<file path="config.mk">
export PLATFORM = sky130hd
export DESIGN_NAME = dsm_ctrl
export DESIGN_NICKNAME = d
export VERILOG_FILES = /design/src/verilog/dsm_pkg.sv /design/src/verilog/dsm_ctrl.sv
export SDC_FILE = /design/constraint.sdc
export NUM_CORES = 1
export LEC_CHECK = 0
export BUFFER_PORTS_ARGS = -buffer_cell sky130_fd_sc_hd__clkbuf_2
export CAP_MARGIN = 25
export CORE_AREA = 2 2 63 65
export DETAILED_ROUTE_END_ITERATION = 6
export DIE_AREA = 0 0 65 67
export PLACE_DENSITY = 0.84
export RECOVER_POWER = 50
export SLEW_MARGIN = 20
export SYNTH_ARGS = -nofsm -noshare
export SYNTH_HDL_FRONTEND = slang
export SYNTH_SLANG_ARGS = --single-unit
</file>
<file path="constraint.sdc">
create_clock -name clk -period 3.3 [get_ports clk]
set_input_delay 0.495 -clock clk [delete_from_list [all_inputs] [get_ports clk]]
set_output_delay 0.495 -clock clk [all_outputs]
set_load 0.1 [all_outputs]
</file>
<file path="src/verilog/dsm_pkg.sv">
// Package with register map, field positions and encodings of the data signal modulator.
`default_nettype none
package dsm_pkg;
    // Register byte addresses on the APB bus.
    localparam logic [11:0] ADDR_CONTROL_0 = 12'h000;
    localparam logic [11:0] ADDR_CONTROL_1 = 12'h004;
    localparam logic [11:0] ADDR_SOURCE    = 12'h008;

    // Register reset values.
    localparam logic [7:0] RESET_CONTROL_0 = 8'h00;
    localparam logic [7:0] RESET_CONTROL_1 = 8'h00;
    localparam logic [4:0] RESET_SOURCE    = 5'h00;

    // Field positions in control register 0.
    localparam int CTL0_ENABLE  = 7;
    localparam int CTL0_OUTPUT  = 5;
    localparam int CTL0_INVERT  = 4;
    localparam int CTL0_SW_BIT  = 0;

    // Field positions in control register 1.
    localparam int CTL1_HIGH_INVERT = 5;
    localparam int CTL1_HIGH_SYNC   = 4;
    localparam int CTL1_LOW_INVERT  = 1;
    localparam int CTL1_LOW_SYNC    = 0;

    // Writable bit masks; other bits read as zero, except control 0 bit 5, which reads the output level.
    localparam logic [7:0] MASK_CONTROL_0 = 8'h91;
    localparam logic [7:0] MASK_CONTROL_1 = 8'h33;
    localparam int         SOURCE_WIDTH   = 5;

    // Modulator source codes.
    localparam logic [4:0] SRC_PIN           = 5'h00;
    localparam logic [4:0] SRC_SOFTWARE      = 5'h01;
    localparam logic [4:0] SRC_SERIAL_TX     = 5'h02;
    localparam logic [4:0] SRC_SYNC_SERIAL   = 5'h03;
    localparam logic [4:0] SRC_SPI_DATA      = 5'h04;
    localparam logic [4:0] SRC_FIRST_RESERVE = 5'h1B;
    localparam int         SRC_OTHER_LOW     = 5;
    localparam int         SRC_OTHER_HIGH    = 26;

    // Active carrier state.
    typedef enum logic [1:0] {
        DSM_CARRIER_LOW  = 2'b01,
        DSM_CARRIER_HIGH = 2'b10
    } dsm_carrier_e;
endpackage : dsm_pkg

`default_nettype wire

</file>
<file path="src/verilog/dsm_ctrl.sv">
// Data signal modulator control, source selection, carrier mixing and APB register slave.
`timescale 1ns/1ns
`default_nettype none

// Behaviour
// RULE_01 - Enable bit 7 mixes; clear means no output.
// RULE_02 - Status bit 5 shows present output level.
// RULE_03 - Readback sampled by clock; fast signals unreliable.
// RULE_04 - Bit 4 inverts output, idle high.
// RULE_05 - Software bit: one high carrier, zero low.
// RULE_06 - Software bit works only under code 00001.
// RULE_07 - Unsynchronised carrier switching may truncate pulses.
// RULE_08 - Five-bit field selects modulator input source.
// RULE_09 - Control registers clear on every reset; code clears them on rst_b only, not on por_bor_b.
// RULE_10 - Source select survives resets except power-on; code also clears it on brown-out (por_bor_b).
// RULE_11 - Unused bits read zero, ignore writes.
// RULE_12 - Modulator level picks high or low carrier.
// RULE_13 - Disable grounds carriers, uses software bit.
// RULE_14 - Separate polarity bits invert each carrier.
// RULE_15 - Sync lets carrier pulse end before switching.
// RULE_16 - Reserved source codes give constant low modulator.
module dsm_ctrl (
    // Clock and resets.
    input  wire logic        clk,
    input  wire logic        rst_b,
    input  wire logic        por_bor_b,
    // APB slave.
    input  wire logic        psel,
    input  wire logic        penable,
    input  wire logic        pwrite,
    input  wire logic [11:0] paddr,
    input  wire logic [31:0] pwdata,
    output logic             pready,
    output logic             pslverr,
    output logic [31:0]      prdata,
    // Carriers, already selected upstream.
    input  wire logic        high_carrier,
    input  wire logic        low_carrier,
    // Modulator sources.
    input  wire logic        pin_routed_modulator_input,
    input  wire logic        serial_transmit_line,
    input  wire logic        sync_serial_data_line,
    input  wire logic        spi_serial_data_line,
    input  wire logic [26:5] other_modulator_sources,
    // Modulated result.
    output logic             modulated_pin_signal
);

    logic [7:0]                           modulation_control_0;
    logic [7:0]                           modulation_control_1;
    logic [dsm_pkg::SOURCE_WIDTH-1:0]     modulator_source_select;
    dsm_pkg::dsm_carrier_e                active_carrier;
    dsm_pkg::dsm_carrier_e                next_active_carrier;
    logic                                 enable;
    logic                                 software_level_source;
    logic                                 result_invert;
    logic                                 high_carrier_invert;
    logic                                 high_carrier_sync_enable;
    logic                                 low_carrier_invert;
    logic                                 low_carrier_sync_enable;
    logic                                 modulator_level;
    logic                                 high_path;
    logic                                 low_path;
    logic                                 mixed;
    logic                                 next_output;
    logic                                 write_access;
    logic                                 read_setup;
    logic                                 mapped;
    logic [7:0]                           read_value;

    // Register decode, shared by the write path and the error response.
    function automatic logic is_mapped(input logic [11:0] addr);
        return (addr == dsm_pkg::ADDR_CONTROL_0) || (addr == dsm_pkg::ADDR_CONTROL_1) ||
               (addr == dsm_pkg::ADDR_SOURCE);
    endfunction : is_mapped

    // Modulator source multiplexer.
    function automatic logic select_modulator(
        input logic [4:0]  code,
        input logic        sw_bit,
        input logic        pin_in,
        input logic        tx_in,
        input logic        sync_in,
        input logic        spi_in,
        input logic [26:5] others
    );
        logic level;
        level = 1'b0;
        if (code >= dsm_pkg::SRC_FIRST_RESERVE) begin
            level = 1'b0;                                                    // [RULE_16]
        end else begin
            case (code)
                dsm_pkg::SRC_PIN:         level = pin_in;                    // [RULE_08]
                dsm_pkg::SRC_SOFTWARE:    level = sw_bit;                    // [RULE_06]
                dsm_pkg::SRC_SERIAL_TX:   level = tx_in;
                dsm_pkg::SRC_SYNC_SERIAL: level = sync_in;
                dsm_pkg::SRC_SPI_DATA:    level = spi_in;
                default:                  level = others[code];
            endcase
        end
        return level;
    endfunction : select_modulator

    assign enable                   = modulation_control_0[dsm_pkg::CTL0_ENABLE];
    assign software_level_source    = modulation_control_0[dsm_pkg::CTL0_SW_BIT];
    assign result_invert            = modulation_control_0[dsm_pkg::CTL0_INVERT];
    assign high_carrier_invert      = modulation_control_1[dsm_pkg::CTL1_HIGH_INVERT];
    assign high_carrier_sync_enable = modulation_control_1[dsm_pkg::CTL1_HIGH_SYNC];
    assign low_carrier_invert       = modulation_control_1[dsm_pkg::CTL1_LOW_INVERT];
    assign low_carrier_sync_enable  = modulation_control_1[dsm_pkg::CTL1_LOW_SYNC];

    // Disabled: carriers grounded, modulator from the software bit; stored selections stay.
    always_comb begin
        if (enable) begin
            modulator_level = select_modulator(modulator_source_select, software_level_source,
                                               pin_routed_modulator_input, serial_transmit_line,
                                               sync_serial_data_line, spi_serial_data_line,
                                               other_modulator_sources);          // [RULE_08]
            high_path = high_carrier ^ high_carrier_invert;                       // [RULE_14]
            low_path  = low_carrier ^ low_carrier_invert;                         // [RULE_14]
        end else begin
            modulator_level = software_level_source;                              // [RULE_13]
            high_path = 1'b0;                                                     // [RULE_13]
            low_path  = 1'b0;                                                     // [RULE_13]
        end
    end

    // Carrier switch; with sync the running pulse is let fall before the switch.
    always_comb begin
        next_active_carrier = active_carrier;
        case (active_carrier)
            dsm_pkg::DSM_CARRIER_HIGH: begin
                if (!modulator_level && (!high_carrier_sync_enable || !high_path)) begin
                    next_active_carrier = dsm_pkg::DSM_CARRIER_LOW;               // [RULE_15] [RULE_07]
                end
            end
            dsm_pkg::DSM_CARRIER_LOW: begin
                if (modulator_level && (!low_carrier_sync_enable || !low_path)) begin
                    next_active_carrier = dsm_pkg::DSM_CARRIER_HIGH;              // [RULE_15] [RULE_07]
                end
            end
            default: next_active_carrier = dsm_pkg::DSM_CARRIER_LOW;
        endcase
    end

    always_ff @(posedge clk) begin
        if (!rst_b) begin
            active_carrier <= dsm_pkg::DSM_CARRIER_LOW;
        end else begin
            active_carrier <= next_active_carrier;
        end
    end

    // Mixing uses the carrier chosen by the modulator level.
    assign mixed       = (active_carrier == dsm_pkg::DSM_CARRIER_HIGH) ? high_path : low_path; // [RULE_12] [RULE_05]
    assign next_output = (enable & mixed) ^ result_invert;                               // [RULE_01] [RULE_04]

    always_ff @(posedge clk) begin
        if (!rst_b) begin
            modulated_pin_signal <= 1'b0;
        end else begin
            modulated_pin_signal <= next_output;
        end
    end

    // APB slave: read data is captured in the setup cycle, so every access has no wait state.
    assign write_access = psel & penable & pwrite & mapped;
    assign read_setup   = psel & ~penable & ~pwrite;
    assign mapped       = is_mapped(paddr);
    assign pready       = 1'b1;
    assign pslverr      = psel & penable & ~mapped;

    always_ff @(posedge clk) begin
        if (!rst_b) begin
            modulation_control_0 <= dsm_pkg::RESET_CONTROL_0;                       // [RULE_09]
            modulation_control_1 <= dsm_pkg::RESET_CONTROL_1;                       // [RULE_09]
        end else if (write_access && paddr == dsm_pkg::ADDR_CONTROL_0) begin
            modulation_control_0 <= pwdata[7:0] & dsm_pkg::MASK_CONTROL_0;          // [RULE_11]
        end else if (write_access && paddr == dsm_pkg::ADDR_CONTROL_1) begin
            modulation_control_1 <= pwdata[7:0] & dsm_pkg::MASK_CONTROL_1;          // [RULE_11]
        end
    end

    // Only a power-on or brown-out reset clears the source select.
    always_ff @(posedge clk) begin
        if (!por_bor_b) begin
            modulator_source_select <= dsm_pkg::RESET_SOURCE;                        // [RULE_10]
        end else if (write_access && paddr == dsm_pkg::ADDR_SOURCE) begin
            modulator_source_select <= pwdata[dsm_pkg::SOURCE_WIDTH-1:0];            // [RULE_11]
        end
    end

    always_comb begin
        read_value = 8'h00;
        case (paddr)
            dsm_pkg::ADDR_CONTROL_0: begin
                read_value = modulation_control_0;
                read_value[dsm_pkg::CTL0_OUTPUT] = modulated_pin_signal;            // [RULE_02] [RULE_03]
            end
            dsm_pkg::ADDR_CONTROL_1: read_value = modulation_control_1;
            dsm_pkg::ADDR_SOURCE:    read_value = {3'b000, modulator_source_select};  // [RULE_11]
            default:                 read_value = 8'h00;
        endcase
    end

    always_ff @(posedge clk) begin
        if (!rst_b) begin
            prdata <= 32'h0000_0000;
        end else if (read_setup) begin
            prdata <= {24'h00_0000, read_value};
        end
    end
endmodule : dsm_ctrl

`default_nettype wire

</file>
=== Yosys cells after proc, flatten, opt, wreduce, memory -nomap -nowiden ===
Cells that the tools add are included.

* Register bits: 23
* Logic and storage cells: 62
* Output and inout bits: 35
* Bits of input ports: 78

* Muxes and demuxes: 12
* Eq/ne operators: 10
* Reduce and logical (&&, ||, !) cells: 18
* Order comparisons: 2
* Bitwise gates (word level): 14

{| class="wikitable"
|+ Operator list
! kind !! count
|-
| case mux 8 bit (3 select lines) || 1
|-
| == test 12 x 3 -> 1 bit, second input constant || 1
|-
| == test 12 x 4 -> 1 bit, second input constant || 1
|-
| logical NOT 12 bit || 1
|-
| == test 5 x 2 -> 1 bit, second input constant || 2
|-
| bitwise AND 1 bit || 7
|-
| less-than comparator 5 x 6 -> 1 bit, second input constant || 1
|-
| two-way mux 1 bit || 6
|-
| binary-select mux 1 bit (select 5 bit) || 1
|-
| == test 5 x 1 -> 1 bit, second input constant || 1
|-
| == test 5 x 3 -> 1 bit, second input constant || 1
|-
| >= comparator 5 bit, second input constant || 1
|-
| logical AND 1 bit || 5
|-
| logical NOT 1 bit || 5
|-
| logical NOT 5 bit || 1
|-
| case mux 1 bit (5 select lines) || 1
|-
| logical OR 1 bit || 4
|-
| two-way mux 2 bit || 2
|-
| inequality test 2 bit, second input constant || 2
|-
| inverter 1 bit || 4
|-
| case mux 2 bit (2 select lines) || 1
|-
| AND reduction 2 bit || 2
|-
| bitwise XOR 1 bit || 3
|-
| == test 2 x 1 -> 1 bit, second input constant || 1
|-
| == test 2 bit, second input constant || 1
|}

=== Logic depth before layout (Yosys ltp) ===
Gate-level depths: netlist of run 1.

* Depth in word-level cells: 9
* Mapped depth: 6
* Gate-level depth less buffers: 4

=== Worst setup path before layout of run 1 ===
Ideal clock, no wire load.

* Kind: in2out
* From: input paddr[2]
* To: output pslverr
* Buffers on the path: 1
* Data required time: 2.805 ns
* Stages on the path: 3
* Setup slack: 0.413 ns
* Arrival time: 2.392 ns
* Cell sequence: clkbuf_1 -> nand2_1 -> a21oi_1

* Cells in the longest elaborated chain, start to end: 5
* Elaborated cells on any way between the ends: 7
* Those cells by class: eq/ne (2); bitwise (2); reduce/logical (3)

{| class="wikitable"
|+ RTL lines
! element !! RTL line !! RTL
|-
| start, declared || dsm_ctrl.sv:31 || <nowiki>input wire logic [11:0] paddr,</nowiki>
|-
| == test 12 x 3 -> 1 bit / logical NOT 12 bit (equally long branches) || dsm_ctrl.sv:73 || <nowiki>return (addr == dsm_pkg::ADDR_CONTROL_0) || (addr == dsm_pkg::ADDR_CONTROL_1) ||</nowiki>
|-
| logical OR 1 bit || dsm_ctrl.sv:73 ||
|-
| logical OR 1 bit (*) || dsm_ctrl.sv:73 ||
|-
| inverter 1 bit (*) || dsm_ctrl.sv:171 || <nowiki>assign pslverr = psel & penable & ~mapped;</nowiki>
|-
| bitwise AND 1 bit (*) || dsm_ctrl.sv:171 ||
|-
| end, declared || dsm_ctrl.sv:34 || <nowiki>output logic pslverr,</nowiki>
|}

Every way passes the cells marked *; elsewhere a longest branch is shown, timed or not.

=== Worst setup path after layout of run 1 ===
* From: input paddr[1]
* To: output pslverr

Same word-level chain as after synthesis.

==> tab_implementation.tex, run 1 <==
\begin{tabular}{lr}
\hline
Metric & Value \\
\hline
\multicolumn{2}{l}{\textbf{Status}} \\
Run status & finished clean \\
\multicolumn{2}{l}{\textbf{Clock tree}} \\
\# H-tree levels & 1 \\
Clk Tree Root Cell & clkbuf\_8 \\
Number of buffers between clock root and the deepest sink & 2 \\
Number of setup buffers added after CTS & 0 \\
CTS tree & built \\
TritonCTS sink count & 22 \\
Later-pin clock latency in the skew report & 0.26 ns \\
Number of buffers added by the clock tree synthesis step & 3 \\
Number of hold-repair buffers added at the cts stage & 0 \\
Clock transition at path regs & 0.07 ns \\
CTS resizes & 0 \\
\multicolumn{2}{l}{\textbf{Power and ir drop}} \\
Power per standard cell area & 386 nW/um\^{}2 \\
P\_leak & 0.000736 uW \\
Worst voltage drop across the vdd grid & 241 uV \\
\multicolumn{2}{l}{\textbf{Detailed routing}} \\
Final routed DRC violation total & 0 \\
Drt first pass iters & 4 \\
Wire per inst & around 13 um \\
Routed via count divided by cell count & 5.20 \\
Drt initial violations & 71 \\
DR vias & between 1500 and 2000 \\
Routed Wire Length & 3720 um \\
Post-route ant nets & 0 \\
\multicolumn{2}{l}{\textbf{Synth}} \\
Async set-reset flop share out of synthesis & 0 \\
Ranking of synthesized cells by area & dfxtp\_1 (28\%), buf\_4 (12\%), o21ai\_0 (5.4\%) \\
Cell count after synthesis & 196 \\
Number of flops mapped to enable cells by yosys & 0 \\
Share of Yosys cell area claimed by the top area cell type & 0.280 \\
Flops \& latches, synth & 22 \\
Ys flop type & dfxtp\_1 \\
Register area share after synthesis & 0.280 \\
YS warnings & 0 \\
Post-synth design cell area & 1570 sq um \\
Cell variety after synth & 43 \\
Average cell area after synthesis & 8.02 sq um \\
Post-synthesis cell type with the largest combined area & dfxtp\_1 \\
\multicolumn{2}{l}{\textbf{Global routing}} \\
First-pass GRT wire length & 5820 um \\
Global route total overflow & 0 \\
Largest net degree at the start of global routing & 17 \\
GRT Overall Usage & 0.169 \\
Vias in the first global route & roughly 1400 \\
Antenna violations before repair & 0 \\
\multicolumn{2}{l}{\textbf{Cells and area}} \\
Area Overhead vs Synth & 16.9\% \\
Final instance area & 1840 sq um \\
Antenna diode count & 0 \\
Filler instances & 367 \\
Commonest cells after routing, fill and taps aside & clkbuf\_2 (53), conb\_1 (26), dfxtp\_1 (22) \\
Ratio of cells with drive above 1 in the final layout & 0.263 \\
Most common library cell in the layout ignoring fill and taps & clkbuf\_2 \\
Net count, final & 326 \\
\multicolumn{2}{l}{\textbf{Critical path}} \\
Worst Setup End Kind & output port \\
Element type at the critical path start & primary input \\
WP data required & 2.80 ns \\
Capture instance of the worst register-to-register path & active\_carrier[1] \\
CP Cell Sequence & clkbuf\_2, nor4\_1, and3\_1, a21oi\_1, clkbuf\_2 \\
Crit path max-delay family & simple AND/OR/NAND/NOR gates \\
Register-to-register setup slack & 1.26 ns \\
Class of the most critical setup path & in -> out \\
Startpoint of the lowest-slack register-to-register path & modulator\_source\_select[0] \\
Critical-path cell with the highest stage delay & nor4\_1 \\
Crit-path max cell delay & 0.39 ns \\
Worst-case reg-to-reg path depth & 4 \\
Most used cell, CP & clkbuf\_2 \\
Crit path max fanout & 5 \\
Critical path buffers and inverters & 2 \\
Crit path arrival time & 1.75 ns \\
\multicolumn{2}{l}{\textbf{Floorplan}} \\
Effective utilization at floorplan & 0.436 \\
Top-level port count & 113 \\
Cell Rows & 22 \\
Placeable core region & 3610 sq um \\
Area of the die & 4360 sq um \\
DIE HEIGHT & 67 um \\
Die Span X & 65 um \\
\multicolumn{2}{l}{\textbf{Timing}} \\
Post-route worst setup slack & 1.06 ns \\
Slew at the pin closest to its max-slew limit & between 1 and 1.5 ns \\
Final worst path period share & 0.680 \\
Final Hold Vio Count & 0 \\
Clk\_skew & 0.00872 ns \\
Summed negative setup slack over all endpoints & 0 ns \\
Setup violators final & 0 \\
Number of pins with negative max-slew slack in the final report & 0 \\
Final worst path period need & 2.24 ns \\
Remaining max-slew budget at the tightest pin & 0.220 \\
RSZ-0062 raised after global routing & false \\
Maximum achievable frequency & 445 MHz \\
\multicolumn{2}{l}{\textbf{Placed design}} \\
Setup WS pre-CTS & 1.04 ns \\
HPWL after detailed placement & 2970 um \\
Area after detailed placement & roughly 1800 sq um \\
Final weighted congestion in routability-driven placement & 0.786 \\
Port Buf Inserts & 61 \\
\multicolumn{2}{l}{\textbf{Flow run}} \\
Maxcap violations & 0 \\
\multicolumn{2}{l}{\textbf{Worst hold path}} \\
End point of the most critical hold path & prdata[2] \\
Class of the tightest hold or removal check & reg -> reg \\
Critical hold path startpoint & prdata[2] \\
Number of stages on the worst hold path & 2 \\
\hline
\end{tabular}
[metal layers]
layer / vias up / wire (um) / GRT usage
met5: - / 0 / 0
met4: 0 / 80 / 0.0771
met3: 9 / 232 / 0.0203
met2: 71 / 1840 / 0.308
met1: 696 / 1570 / 0.197
li1: 758 / - / -
[synth_stat cells, types with 5 or more instances]
cell type,n
buf_4,26
dfxtp_1,22
o21ai_0,17
a21oi_1,16
nand3_1,13
nand2_1,11
nor2_1,10
clkbuf_1,8
mux2i_1,7
inv_1,6
a21boi_0,5
nand4_1,5
[registers in the layout, indices dropped and copies added, names as in the netlist]
register / count
active_carrier: 2
modulation_control_0: 3
modulation_control_1: 4
modulated_pin_signal: 1
modulator_source_select: 5
prdata: 7
[how the worst max path moves through the flow]
stage	startpoint	end	slack, ns	cells after the start
6_report	paddr[1]	pslverr	1.06	5
5_1_grt	paddr[1]	pslverr	0.89	5
4_1_cts	paddr[1]	pslverr	1.04	5
3_5_place_dp	paddr[1]	pslverr	1.04	5
3_3_place_gp	paddr[1]	pslverr	1.05	5
2_1_floorplan	paddr[2]	pslverr	0.41	3
[final cells by class]
class                           instances  area, sq um  share of cell area
Sequential cell                        22          440               0.240
Clock buffer                            3         41.3              0.0225
Inverter                                6         22.5              0.0123
Clock inverter                          1         30.0              0.0163
Tap cell                               48         60.1              0.0327
Timing Repair Buffer                   61          295               0.161
Multi-Input combinational cell        154          947               0.516
[stage by stage]
stage	hold slack, ns	total power (uW)	util	cells
finish	0.456	708	0.509	295
global placement	0.442	466	0.492	291
detailed placement	0.444	468	0.492	291
CTS	0.459	713	0.512	295
floorplan	0.462	454	-	220
global route	0.481	733	0.509	295
[tightest hold or removal path, delay by kind of cell, from the launching register on]
kind | cells | cell delay [ns]
AOI/OAI and AO/OA | 1 | 0.05
DFF | 1 | 0.31
and+or+nand+nor | 1 | 0.05
[power by group]
group,leakage [uW],switching (uW),internal [uW]
combinational,0.000523,164,33.4
clock,0.0000357,84.2,162
sequential,0.000177,0.00882,265
total,0.000736,248,461
[cells by family after synthesis]
family                 share of synthesized area
XOR/XNOR                                  0.0111
AND/OR/NAND/NOR                            0.214
AO/OA/AOI/OAI                              0.218
other                                    0.00478
buffers and inverters                      0.174
multiplexers                              0.0971
flip-flops                                 0.280
(Power assumes the default switching activity.)
==> inputs of run 2 (changes only) <==
Settings changed: ABC_AREA from default to 1, CORE_AREA 2 2 63 65 to 2 2 66 68, DIE_AREA 0 0 65 67 to 0 0 68 70, PLACE_DENSITY 0.84 to 0.79.
Clock period 3.3 ns to 2.2 ns, I/O delays scaled along.
==> run 2 against run 1 <==
Die area increased by 9.3%. Final area increased by 5.2%. Flip-flop and latch count unchanged. Count of clock-buffer cells in the layout increased by 1. Cell count increased by 25%. Register-to-register slack got worse by 0.70 ns. Power increased by 40%. Synthesized area increased by 4.1%. Worst hold slack got worse by 0.17 ns. Critical path depth increased by 3. Utilization decreased by 4.3 points. Critical path type unchanged.
==> tab_implementation.tex, run 2 <==
\begin{tabular}{lr}
\hline
Metric & Value \\
\hline
\multicolumn{2}{l}{\textbf{Status}} \\
Run status & finished clean \\
\multicolumn{2}{l}{\textbf{Cells and area}} \\
Number of cells in the finished layout apart from fillers & 368 (+25\%) \\
Final instance area & 1930 sq um (+5.2\%) \\
Antenna diode count & 0 (unchanged) \\
Commonest cells after routing, fill and taps aside & nand2\_1 (59), clkbuf\_2 (59), nor2\_1 (32) \\
Number of flip-flops in the largest register & 7 (unchanged) \\
Largest Register & prdata \\
Ratio of cells with drive above 1 in the final layout & 0.244 (-0.0195) \\
Net count, final & 395 (+21\%) \\
Area Overhead vs Synth & 18.1\% \\
Leading registers by flop count & prdata x7, modulator\_source\_select x5, modulation\_control\_1 x4 \\
\multicolumn{2}{l}{\textbf{Synth}} \\
Ys flop type & dfxtp\_1 \\
Async set-reset flop share out of synthesis & 0 (unchanged) \\
Post-synth design cell area & 1640 sq um (+4.1\%) \\
Share of Yosys cell area claimed by the top area cell type & 0.269 (-0.0109) \\
Top post-synthesis cells by count & nand2\_1 (58), nor2\_1 (31), buf\_4 (27), inv\_1 (27), nand3\_1 (25) \\
Post-synthesis cell type with the largest combined area & dfxtp\_1 \\
Ranking of synthesized cells by area & dfxtp\_1 (27\%), nand2\_1 (13\%), buf\_4 (12\%) \\
Number of flops mapped to enable cells by yosys & 0 (unchanged) \\
Cell count after synthesis & 255 (+30\%) \\
Register area share after synthesis & 0.269 (-0.0109) \\
Average cell area after synthesis & 6.41 sq um (-20\%) \\
YS warnings & 0 (unchanged) \\
Cell variety after synth & 29 (-33\%) \\
Flops \& latches, synth & 22 (unchanged) \\
Most frequent cell after synthesis & nand2\_1 \\
\multicolumn{2}{l}{\textbf{Global routing}} \\
Vias in the first global route & 1553 (+10\%) \\
GRT Overall Usage & 0.162 (-0.00727) \\
Largest net degree at the start of global routing & 18 (+1) \\
Global route total overflow & 0 (unchanged) \\
First-pass GRT wire length & 6110 um (+5.0\%) \\
Antenna violations before repair & 0 (unchanged) \\
\multicolumn{2}{l}{\textbf{Timing}} \\
Final Hold Vio Count & 0 (unchanged) \\
Final worst path period share & 0.816 \\
Setup violators final & 0 (unchanged) \\
Final worst path period need & 1.80 ns \\
Number of pins with negative max-slew slack in the final report & 0 (unchanged) \\
Summed negative setup slack over all endpoints & 0 ns (unchanged) \\
Clk\_skew & 0.00182 ns (-0.00690 ns) \\
Maximum achievable frequency & 557 MHz \\
Remaining max-slew budget at the tightest pin & 0.485 (+0.264) \\
RSZ-0062 raised after global routing & false \\
Slew at the pin closest to its max-slew limit & 0.767 ns (-0.407 ns) \\
\multicolumn{2}{l}{\textbf{Detailed routing}} \\
Routed via count divided by cell count & 4.64 (-11\%) \\
Final routed DRC violation total & 0 (unchanged) \\
Met3 WL & 242 um (+4.3\%) \\
Post-route ant nets & 0 (unchanged) \\
Drt first pass iters & 4 (unchanged) \\
Routed Wire Length & 3550 um (-4.4\%) \\
Metal1 wirelength & 1500 um (-4.3\%) \\
Drt initial violations & 44 (-38\%) \\
Wire per inst & 9.65 um (-23\%) \\
Uppermost layer routed & met4 \\
DR vias & 1707 (+11\%) \\
Met2 WL post-DR & 1770 um (-3.6\%) \\
\multicolumn{2}{l}{\textbf{Critical path}} \\
WP data required & 1.87 ns (-0.93 ns) \\
Element type at the critical path start & primary input \\
Worst-case reg-to-reg path depth & 9 (+5) \\
Crit path arrival time & 1.47 ns (-0.28 ns) \\
Capture instance of the worst register-to-register path & active\_carrier[1] \\
Start point of the critical path & paddr[9] \\
Worst Setup End Kind & output port \\
Crit path max fanout & 5 (unchanged) \\
Class of the most critical setup path & in -> out \\
CP Capture Point & pslverr \\
Register-to-register setup slack & 0.56 ns (-0.70 ns) \\
Startpoint of the lowest-slack register-to-register path & modulator\_source\_select[1] \\
\multicolumn{2}{l}{\textbf{Floorplan}} \\
Die Span X & 68 um (+4.6\%) \\
Cell Rows & 24 (+9.1\%) \\
DIE HEIGHT & 70 um (+4.5\%) \\
Area of the die & 4760 sq um (+9.3\%) \\
Effective utilization at floorplan & 0.395 (-0.0412) \\
Placeable core region & 4140 sq um (+15\%) \\
Top-level port count & 113 (unchanged) \\
\multicolumn{2}{l}{\textbf{Placed design}} \\
Placed insts & 364 (+25\%) \\
Area after detailed placement & 1910 sq um (+7.3\%) \\
HPWL after detailed placement & 3050 um (+2.6\%) \\
Final weighted congestion in routability-driven placement & 0.886 (+13\%) \\
Port Buf Inserts & 61 (unchanged) \\
\multicolumn{2}{l}{\textbf{Clock tree}} \\
Number of buffers between clock root and the deepest sink & 2 (unchanged) \\
\# H-tree levels & 1 (unchanged) \\
CTS resizes & 0 (unchanged) \\
TritonCTS sink count & 22 (unchanged) \\
Number of buffers added by the clock tree synthesis step & 3 (unchanged) \\
Later-pin clock latency in the skew report & 0.26 ns (about the same) \\
Clk Tree Root Cell & clkbuf\_8 \\
Number of hold-repair buffers added at the cts stage & 0 (unchanged) \\
Number of setup buffers added after CTS & 0 (unchanged) \\
CTS tree & built \\
Clock transition at path regs & 0.07 ns (about the same) \\
\multicolumn{2}{l}{\textbf{Flow run}} \\
Maxcap violations & 0 (unchanged) \\
\multicolumn{2}{l}{\textbf{Power and ir drop}} \\
Share of total power consumed by net switching & 0.387 (+0.0370) \\
Internal power consumption & 609 uW (+32\%) \\
Worst voltage drop across the vdd grid & 265 uV (+9.6\%) \\
Sequential fraction of design power & 0.403 (+0.029) \\
Portion of total power attributed to the clock network & 0.286 (-0.061) \\
Logic gate share of total power & 0.310 (+0.032) \\
P\_leak & 0.00104 uW (+41\%) \\
Net switching power figure & 384 uW (+55\%) \\
Power per standard cell area & 514 nW/um\^{}2 (+33\%) \\
\multicolumn{2}{l}{\textbf{Worst hold path}} \\
Class of the tightest hold or removal check & in -> reg \\
\hline
\end{tabular}
[run 2: changes by cell type after synthesis, sizes merged, moves of 7 or more]
cell    delta
nor2      +25
nand3     +14
o21ai      -8
mux2i      -7
inv       +25
nand2     +51
clkbuf     -8
[run 2: cell type report]
cell class | instances | area [sq um]
timing repair buffer | 62 | 327
multi-input combinational | 195 | 921
fill | 435 | 2210
clock buffer | 4 | 55.1
sequential | 22 | 440
inverter | 33 | 124
tap | 52 | 65.1
[run 2: worst min-delay path by stage]
stage | start | end | slack [ns] | depth (start not counted)
finish | pwdata[5] | modulation_control_1[5] | 0.29 | 3
global route | pwdata[5] | modulation_control_1[5] | 0.30 | 3
CTS | pwdata[5] | modulation_control_1[5] | 0.29 | 3
detailed placement | modulation_control_0[4] | modulated_pin_signal | 0.45 | 1
global placement | modulation_control_0[4] | modulated_pin_signal | 0.44 | 1
floorplan | modulation_control_0[4] | modulated_pin_signal | 0.42 | 1
[run 2: kinds of logic after synthesis]
kind of cell | share of synthesized area
buffers and inverters | 0.206
other | 0.00459
flip-flops | 0.269
XOR/XNOR | 0.0107
AND/OR/NAND/NOR | 0.379
AO/OA/AOI/OAI | 0.130
[run 2: metrics by stage]
step	hold slack, ns	setup WS, ns	util	total power [uW]
floorplan	0.422	0.339	-	693
global placement	0.443	0.445	0.460	719
detailed placement	0.450	0.429	0.460	720
CTS	0.287	0.427	0.473	1000
global route	0.303	0.285	0.466	1030
finish	0.285	0.404	0.466	993
[run 2: power by group through the flow]
stage,combinational [uW],sequential (uW),clock (uW)
floorplan,270,422,0
global placement,310,410,0
detailed placement,311,410,0
CTS,311,400,292
global route,325,401,307
finish,308,400,284
[run 2: critical path, stage by stage]
cell      delay [ns]
clkbuf_2        0.08
nor2_1          0.09
nand2_1         0.18
nor3_2          0.35
nor2_1          0.13
nand3_1         0.08
inv_1           0.06
buf_12          0.16
[run 2: metal layers]
layer	GRT usage	vias up
met5	0	-
met4	0.0422	0
met3	0.0338	4
met2	0.291	58
met1	0.188	761
li1	-	884
